$ cat src/asr_regs.svh
/*
  Timing and width constants for the asynchronous static memory host.
  Assumes a 200 MHz ref_clk; all times are as printed for the memory.
*/
`ifndef ASR_REGS_SVH
`define ASR_REGS_SVH

`define ASR_CLK_PERIOD_PS            5000
`define ASR_ADDR_W                   20
`define ASR_DATA_W                   4
`define ASR_CNT_W                    16
`define ASR_FIRST_ACCESS_WAIT_US     100
`define ASR_READ_CYCLE_TIME_NS       10
`define ASR_ADDRESS_ACCESS_TIME_NS   10
`define ASR_SELECT_ACCESS_TIME_NS    10
`define ASR_OUTPUT_DRIVE_ACCESS_NS   5
`define ASR_WRITE_PULSE_WIDTH_NS     7
`define ASR_WRITE_ADDR_SETUP_NS      7
`define ASR_SELECT_TO_WRITE_END_NS   7
`define ASR_WRITE_DATA_SETUP_NS      5

`endif

$ cat src/asr_pkg.sv
/*
  Types for the asynchronous static memory host.
  Assumes nothing beyond the timing header.
*/
package asr_pkg;

  typedef enum logic [6:0] {
    st_powerup = 7'h01,
    st_idle    = 7'h02,
    st_read    = 7'h04,
    st_write   = 7'h08,
    st_wrec    = 7'h10,
    st_retain  = 7'h20,
    st_recover = 7'h40
  } asr_state_type;

endpackage

$ cat src/asr_host.sv
/*
  Host controller for a 1M x 4 asynchronous static memory: turns single
  word read/write requests into chip select, output drive and write
  strobe sequences, and handles power-up wait and data retention.
  Assumes memory pins are synchronous to ref_clk and the bidirectional
  data wire is resolved outside from data_lines_oe.
*/
// Functional notes
// - write happens while chip select and write strobe are both low
// - read: chip select and output drive low, write strobe high
// - write window is the overlap; either strobe rising ends it
// - write data set-up and hold timed to the ending strobe edge
// - host never drives data lines while the memory drives them
// - address valid no later than chip select falling for reads
// - write strobe write with output drive low needs longer cycle
// - wait 100 us after power-up before the first access
// - deselect before supply drops; wait one read cycle after recovery
// - write address and write strobe low pulse held at least 7 ns
`include "asr_regs.svh"
`timescale 1ns/1ps

module asr_host #(
  parameter int ADDR_W       = `ASR_ADDR_W,
  parameter int DATA_W       = `ASR_DATA_W,
  parameter int CNT_W        = `ASR_CNT_W,
  parameter int POWER_CYCLES = (`ASR_FIRST_ACCESS_WAIT_US * 1000000
                                + `ASR_CLK_PERIOD_PS - 1)
                               / `ASR_CLK_PERIOD_PS
) (
  // clock and reset
  input  wire logic              ref_clk,
  input  wire logic              rst,
  // user request side
  input  wire logic              req,
  input  wire logic              req_write,
  input  wire logic [ADDR_W-1:0] req_addr,
  input  wire logic [DATA_W-1:0] req_wdata,
  input  wire logic              retain_req,
  output logic                   ready,
  output logic      [DATA_W-1:0] rdata,
  output logic                   rvalid,
  output logic                   retained,
  // memory pins
  output logic      [ADDR_W-1:0] address_lines,
  output logic                   select_n,
  output logic                   output_drive_n,
  output logic                   write_strobe_n,
  input  wire logic [DATA_W-1:0] data_lines_i,
  output logic      [DATA_W-1:0] data_lines_o,
  output logic                   data_lines_oe
);

  // waits rounded up to whole cycles
  localparam int RD_NS = (`ASR_ADDRESS_ACCESS_TIME_NS >
                          `ASR_SELECT_ACCESS_TIME_NS) ?
                         `ASR_ADDRESS_ACCESS_TIME_NS :
                         `ASR_SELECT_ACCESS_TIME_NS;
  localparam int RD_CYC = (RD_NS * 1000 + `ASR_CLK_PERIOD_PS - 1)
                          / `ASR_CLK_PERIOD_PS;
  localparam int DOE_CYC = (`ASR_OUTPUT_DRIVE_ACCESS_NS * 1000
                            + `ASR_CLK_PERIOD_PS - 1) / `ASR_CLK_PERIOD_PS;
  localparam int RC_CYC = (`ASR_READ_CYCLE_TIME_NS * 1000
                           + `ASR_CLK_PERIOD_PS - 1) / `ASR_CLK_PERIOD_PS;
  localparam int PWE_CYC = (`ASR_WRITE_PULSE_WIDTH_NS * 1000
                            + `ASR_CLK_PERIOD_PS - 1) / `ASR_CLK_PERIOD_PS;
  localparam int AW_CYC = (`ASR_WRITE_ADDR_SETUP_NS * 1000
                           + `ASR_CLK_PERIOD_PS - 1) / `ASR_CLK_PERIOD_PS;
  localparam int SD_CYC = (`ASR_WRITE_DATA_SETUP_NS * 1000
                           + `ASR_CLK_PERIOD_PS - 1) / `ASR_CLK_PERIOD_PS;
  localparam int RDW_CYC = (RD_CYC > DOE_CYC) ? RD_CYC : DOE_CYC;
  localparam int RDL_CYC = (RDW_CYC > RC_CYC) ? RDW_CYC : RC_CYC;
  localparam int WA_CYC = (PWE_CYC > AW_CYC) ? PWE_CYC : AW_CYC;
  localparam int WR_CYC = (WA_CYC > SD_CYC) ? WA_CYC : SD_CYC;

  asr_pkg::asr_state_type state;
  asr_pkg::asr_state_type next_state;
  logic [CNT_W-1:0]  cnt;
  logic [CNT_W-1:0]  next_cnt;
  logic [ADDR_W-1:0] next_address_lines;
  logic              next_select_n;
  logic              next_output_drive_n;
  logic              next_write_strobe_n;
  logic [DATA_W-1:0] next_data_lines_o;
  logic              next_data_lines_oe;
  logic              next_ready;
  logic [DATA_W-1:0] next_rdata;
  logic              next_rvalid;
  logic              next_retained;

  always_comb begin
    next_state          = state;
    next_cnt            = cnt + CNT_W'(1);
    next_address_lines  = address_lines;
    next_select_n       = select_n;
    next_output_drive_n = output_drive_n;
    next_write_strobe_n = write_strobe_n;
    next_data_lines_o   = data_lines_o;
    next_data_lines_oe  = data_lines_oe;
    next_ready          = 1'h0;
    next_rdata          = rdata;
    next_rvalid         = 1'h0;
    next_retained       = retained;
    unique case (state)
      asr_pkg::st_powerup: begin
        if (cnt == CNT_W'(POWER_CYCLES - 1)) begin
          next_state = asr_pkg::st_idle;
          next_ready = ~retain_req;
        end
      end
      asr_pkg::st_idle: begin
        next_cnt   = '0;
        next_ready = 1'h1;
        // retention wins over a pending request so supply may drop safely
        if (retain_req) begin
          next_state    = asr_pkg::st_retain;
          next_retained = 1'h1;
          next_ready    = 1'h0;
        end else if (req) begin
          next_ready         = 1'h0;
          next_address_lines = req_addr;
          next_select_n      = 1'h0;
          if (req_write) begin
            // output drive stays high so the memory never drives the bus
            next_state          = asr_pkg::st_write;
            next_write_strobe_n = 1'h0;
            next_data_lines_o   = req_wdata;
            next_data_lines_oe  = 1'h1;
          end else begin
            next_state          = asr_pkg::st_read;
            next_output_drive_n = 1'h0;
          end
        end
      end
      asr_pkg::st_read: begin
        if (cnt == CNT_W'(RDL_CYC - 1)) begin
          next_rdata          = data_lines_i;
          next_rvalid         = 1'h1;
          next_select_n       = 1'h1;
          next_output_drive_n = 1'h1;
          next_state          = asr_pkg::st_idle;
          next_ready          = 1'h1;
        end
      end
      asr_pkg::st_write: begin
        if (cnt == CNT_W'(WR_CYC - 1)) begin
          // both strobes rise together; data held one more cycle
          next_select_n       = 1'h1;
          next_write_strobe_n = 1'h1;
          next_state          = asr_pkg::st_wrec;
        end
      end
      asr_pkg::st_wrec: begin
        next_data_lines_oe = 1'h0;
        next_state         = asr_pkg::st_idle;
        next_ready         = 1'h1;
      end
      asr_pkg::st_retain: begin
        next_cnt = '0;
        if (!retain_req) begin
          next_retained = 1'h0;
          next_state    = asr_pkg::st_recover;
        end
      end
      asr_pkg::st_recover: begin
        if (cnt == CNT_W'(RC_CYC - 1)) begin
          next_state = asr_pkg::st_idle;
          next_ready = 1'h1;
        end
      end
    endcase
  end

  always_ff @(posedge ref_clk) begin
    if (rst) begin
      state          <= asr_pkg::st_powerup;
      cnt            <= '0;
      address_lines  <= '0;
      select_n       <= 1'h1;
      output_drive_n <= 1'h1;
      write_strobe_n <= 1'h1;
      data_lines_o   <= '0;
      data_lines_oe  <= 1'h0;
      ready          <= 1'h0;
      rdata          <= '0;
      rvalid         <= 1'h0;
      retained       <= 1'h0;
    end else begin
      state          <= next_state;
      cnt            <= next_cnt;
      address_lines  <= next_address_lines;
      select_n       <= next_select_n;
      output_drive_n <= next_output_drive_n;
      write_strobe_n <= next_write_strobe_n;
      data_lines_o   <= next_data_lines_o;
      data_lines_oe  <= next_data_lines_oe;
      ready          <= next_ready;
      rdata          <= next_rdata;
      rvalid         <= next_rvalid;
      retained       <= next_retained;
    end
  end

  // cycles since reset, saturating; read only by the checks below
  logic [CNT_W-1:0] up_cnt;
  logic [CNT_W-1:0] next_up_cnt;

  always_comb begin
    next_up_cnt = (&up_cnt) ? up_cnt : up_cnt + CNT_W'(1);
  end

  always_ff @(posedge ref_clk) begin
    if (rst) begin
      up_cnt <= '0;
    end else begin
      up_cnt <= next_up_cnt;
    end
  end

  property p_no_contention;
    @(posedge ref_clk) disable iff (rst)
      data_lines_oe |-> output_drive_n;
  endproperty
  a_no_contention: assert property (p_no_contention)
    else $error("host drives data while memory output drive is low");

  property p_write_strobes;
    @(posedge ref_clk) disable iff (rst)
      !write_strobe_n |-> !select_n && output_drive_n && data_lines_oe;
  endproperty
  a_write_strobes: assert property (p_write_strobes)
    else $error("write strobe low without select or driven data");

  property p_read_strobes;
    @(posedge ref_clk) disable iff (rst)
      !output_drive_n |-> !select_n && write_strobe_n;
  endproperty
  a_read_strobes: assert property (p_read_strobes)
    else $error("output drive low outside a read");

  property p_write_end;
    @(posedge ref_clk) disable iff (rst)
      $rose(write_strobe_n) |-> $rose(select_n) ##1 !data_lines_oe;
  endproperty
  a_write_end: assert property (p_write_end)
    else $error("write window not closed by both strobes together");

  property p_data_hold;
    @(posedge ref_clk) disable iff (rst)
      $rose(write_strobe_n) |-> data_lines_oe && $stable(data_lines_o);
  endproperty
  a_data_hold: assert property (p_data_hold)
    else $error("write data changed at end of write window");

  property p_addr_stable;
    @(posedge ref_clk) disable iff (rst)
      !select_n && $past(!select_n) |-> $stable(address_lines);
  endproperty
  a_addr_stable: assert property (p_addr_stable)
    else $error("address changed while selected");

  property p_write_pulse;
    @(posedge ref_clk) disable iff (rst)
      $fell(write_strobe_n) |-> !write_strobe_n [*2] ##1 write_strobe_n;
  endproperty
  a_write_pulse: assert property (p_write_pulse)
    else $error("write strobe pulse not two cycles");

  property p_read_len;
    @(posedge ref_clk) disable iff (rst)
      $fell(output_drive_n) |-> !output_drive_n [*2] ##1 rvalid;
  endproperty
  a_read_len: assert property (p_read_len)
    else $error("read cycle length or data capture wrong");

  property p_power_wait;
    @(posedge ref_clk) disable iff (rst)
      !select_n |-> up_cnt > CNT_W'(POWER_CYCLES);
  endproperty
  a_power_wait: assert property (p_power_wait)
    else $error("access before power-up wait elapsed");

  property p_retain;
    @(posedge ref_clk) disable iff (rst)
      retained |-> select_n && !ready;
  endproperty
  a_retain: assert property (p_retain)
    else $error("memory selected during retention");

  property p_recover;
    @(posedge ref_clk) disable iff (rst)
      $fell(retained) |-> !ready [*2] ##1 ready;
  endproperty
  a_recover: assert property (p_recover)
    else $error("recovery wait not one read cycle");

endmodule

$ cat config.mk
export PLATFORM = sky130hd
export DESIGN_NAME = asr_host
export DESIGN_NICKNAME = d
export VERILOG_FILES = /design/src/asr_pkg.sv /design/src/asr_host.sv
export VERILOG_INCLUDE_DIRS = /design/src
export SDC_FILE = /design/constraint.sdc
export NUM_CORES = 1
export LEC_CHECK = 0
export BUFFER_PORTS_ARGS = -buffer_cell sky130_fd_sc_hd__buf_2
export CORE_ASPECT_RATIO = 2
export CORE_UTILIZATION = 30
export DETAILED_ROUTE_END_ITERATION = 10
export GPL_TIMING_DRIVEN = 0
export SLEW_MARGIN = 0
export SYNTH_ARGS = -nofsm -noshare
export SYNTH_HDL_FRONTEND = slang
export SYNTH_SLANG_ARGS = --single-unit
$ cat constraint.sdc
create_clock -name ref_clk -period 3.6 [get_ports ref_clk]
set_input_delay 1.08 -clock ref_clk [delete_from_list [all_inputs] [get_ports ref_clk]]
set_output_delay 1.08 -clock ref_clk [all_outputs]
set_load 0.005 [all_outputs]
==> impl_results.md <==
* Outcome: finished, final reports clean
* Buf/Inv on CP at 2
* Gate Count Post-Synth at ~280
* WP data arrival at approximately 2600 ps
* # DRC at 0
* Post-synthesis mux area share at under 10%
* Syn Area/Cell at 8.519 um^2
* Share of layout cells above drive strength 1 at about 24%
* Antenna cells at 0
* Total power at about 1.6 mW
* Skew-Pair Late Insertion Delay at 320 ps
* Top-count cell post-synth: dfxtp_1
* FF-to-FF End: cnt[14]$_SDFF_PP0_
* Pwr dens at between 500 and 600 nW/um^2
* FP Rows at 45
* Post-route cell area at roughly 3200 um^2
* Worst slew margin at 62.80%
* Total core area at 7657 um^2
* PortBufs at 67
* Starting Density at between 30% and 40%
* CTS tree: built
* Final WL at 5734 um
* Critical path, cell by cell: clkbuf_1, or4_1, nor2_1, o21ai_0, nand2_1, clkbuf_1, nor2_1
* Pre-antenna DRT Iters at 4
* XOR/XNOR Fraction of Synth Area at between 5 and 6%
* Final Max Tran Viols at 0
* Via Count at around 2200
* Hold WC Path Type: register to register
* Synth cell types at between 40 and 50
* Hold slack at approximately 440 ps
* Area Growth Syn to Fin at 31.30%
* Max-Cap Viols at 0
* Worst setup path endpoint: cnt[14]$_SDFF_PP0_
* Tmin final at around 2400 ps
* Largest net degree at the start of global routing at 11
* Largest family of logic cells by synthesized area: simple AND/OR/NAND/NOR gates
* Total grt overflow at 0
* Ys async rst share at 0%
* Final Skew at approximately 4.9 ps
* Sw Share at just over 20%
* Final setup violation count at 0
* Seq/Total Area, Yosys at 48.33%
* Clock sinks at 58
* # hold bufs at CTS at 0
* Total GRT Usage at between 10% and 20%
* Root buffer selected by CTS: clkbuf_16
* Cell family with the largest share of critical-path delay: simple AND/OR/NAND/NOR gates
* R2r worst-path depth at 7
* Critical path's slowest cell: or4_1
* Reg-to-Reg Start: state[6]$_SDFFE_PP0P_
* Post-synth EDFFs at 0
* RSZ-0062 raised after global routing: false
* Resize count post-CTS at 0
* H-Tree Depth at 3
* Most frequent cells after synthesis: 58 x dfxtp_1, 56 x nand2_1, 40 x nor2_1, 22 x a21oi_1, 10 x clkbuf_1
* Crit-path max FO at 10
* Combinational power share at ~5.5%
* Synth top area share at between 40 and 50%
* Max clock buf depth at 2
* Synth Area in Simple Gates at 27.60%
* Setup CP Type: register to register
* Peak supply drop at 208.6 uV
* # IOs at between 60 and 70
* Crit path launch: state[6]$_SDFFE_PP0P_
* Fin. Hold Viols at 0
* Top cells by area, synth: dfxtp_1 48%, nand2_1 8.8%, nor2_1 6.3%, a21oi_1 4.6%, mux2i_1 3.3%
* GPL Wtd Cong at 0.8534
* Vias in the first global route at 2000
* Dpl ws at ~990 ps
* Detail Route Antenna Nets at 0
* WP data required at between 3000 and 4000 ps
* Initial DRC count at 88
* Synth Area in Compound Gates at roughly 10%
* Adder-cell share of the synthesized area at 1.042%
* Initial antenna violation count at 0
* CTS clk-pin slew, worst paths at 50 ps
* Leak pwr at roughly 1.3 nW
* CP peak stage delay at ~640 ps
* Cell type with the highest aggregate area in the netlist: dfxtp_1
* Post-layout nets at 395
* PnR worst setup slack at between 1000 and 1500 ps
* First-pass GRT wire length at between 8000 and 9000 um
* Warnings from Yosys at 0
* Setup Fix Bufs, Post-CTS at 0
* Synthesized Nets at 317
* Die height at roughly 130 um
* Clock power share at approximately 53%
* Post-synthesis register bit count at 58
* # fillers at just under 800
* DR vias/cell at roughly 4.8
* Critical path depth in cells at 7
* Critical path capture point type: register
* Sw power at 0.3264 mW
* Seq pwr share at around two fifths
* Routed WL per cell at around 12 um
* Crit share post-route at roughly 66%
* Setup TNS at 0 ps
* CP Launch Type: register
* Full die area at roughly 8400 um^2
* Achievable Freq at around 0.42 GHz
* Placed instance area at 2855 um^2
* Main synth FF type: dfxtp_1
* Worst-Margin Slew at roughly 550 ps
* Reg2reg setup slack at 1230 ps
* Synthesized cell area at 2402 um^2
* Detail Placement HPWL at around 4500 um
* TritonCTS Buffers at 9
* Chip width at about 65 um
* Pint at about 1.3 mW
[flip-flops by register name (all words and copies together), names as in the netlist]
name and flops:
output_drive_n 1, data_lines_oe 1, data_lines_o 4, retained 1, rdata 4, rvalid 1
select_n 1, cnt 16, ready 1, write_strobe_n 1, state 7, address_lines 20
[logic make-up (layout without fill, tap and decap cells)]
logic type	after synthesis	count (layout)
and+or+nand+nor	138	138
DFF	58	58
AOI/OAI and AO/OA	41	41
buffers and inverters	19	102
xor gates and xnor gates	16	16
muxes	8	8
adders and majority gates	2	2
[cell usage in the layout (no fill, tap or decap), types with 4 or more instances in the layout]
cell type / count
inv_1: 5
xor2_1: 9
nor2_1: 40
nand2_1: 56
clkbuf_1: 13
mux2i_1: 8
dfxtp_1: 58
xnor2_1: 7
a21oi_1: 22
buf_2: 68
nand4_1: 7
nand3_1: 7
o21ai_0: 4
nor4_1: 4
clkbuf_16: 9
[worst min-delay path by stage]
stage                                  start                            end  cells after the start
6_report       address_lines[3]$_SDFFE_PP0P_  address_lines[3]$_SDFFE_PP0P_                      2
5_1_grt        address_lines[3]$_SDFFE_PP0P_  address_lines[3]$_SDFFE_PP0P_                      2
4_1_cts        address_lines[3]$_SDFFE_PP0P_  address_lines[3]$_SDFFE_PP0P_                      2
3_5_place_dp   address_lines[3]$_SDFFE_PP0P_  address_lines[3]$_SDFFE_PP0P_                      2
3_3_place_gp   address_lines[2]$_SDFFE_PP0P_  address_lines[2]$_SDFFE_PP0P_                      2
2_1_floorplan              cnt[0]$_SDFF_PP0_              cnt[0]$_SDFF_PP0_                      1
[worst reg2reg max path, cell delays in order (launching register included)]
cell and delay (ps):
dfxtp_1 290, clkbuf_1 170, or4_1 640, nor2_1 230, o21ai_0 200, nand2_1 230
clkbuf_1 390, nor2_1 90
[layer usage]
metal | track usage (%) | share of wire (%)
met1 | 13.02 | 36
met2 | 26.38 | 56
met3 | 4.167 | 4.7
met4 | 10.36 | 3.4
met5 | 0 | 0
[through the flow]
stage                     cells  utilization [%]
final                       459            41.19
after global routing        459            41.19
after CTS                   459            41.19
after detailed placement    443            37.29
after global placement      443            37.29
after floorplan             282                -
[power groups by stage]
stage | Clock, mW | Combinational (mW) | Sequential, mW
after floorplan | 0 | 0.0521 | 0.671
after global placement | 0 | 0.0870 | 0.673
after detailed placement | 0 | 0.0868 | 0.673
after CTS | 0.862 | 0.0873 | 0.660
after global routing | 0.889 | 0.0970 | 0.661
final | 0.837 | 0.0869 | 0.661
[layout make-up]
class                           instances  area (um^2)  area share [%]
Inverter                                5        18.77          0.5950
Clock inverter                          2        35.03           1.111
Buffer                                 14        70.07           2.221
Timing Repair Buffer                   67        335.3           10.63
Sequential cell                        58         1161           36.81
Tap cell                               94        117.6           3.729
Multi-Input combinational cell        205         1152           36.53
Clock buffer                           14        264.0           8.370
Power figures use the tool's default switching activity.
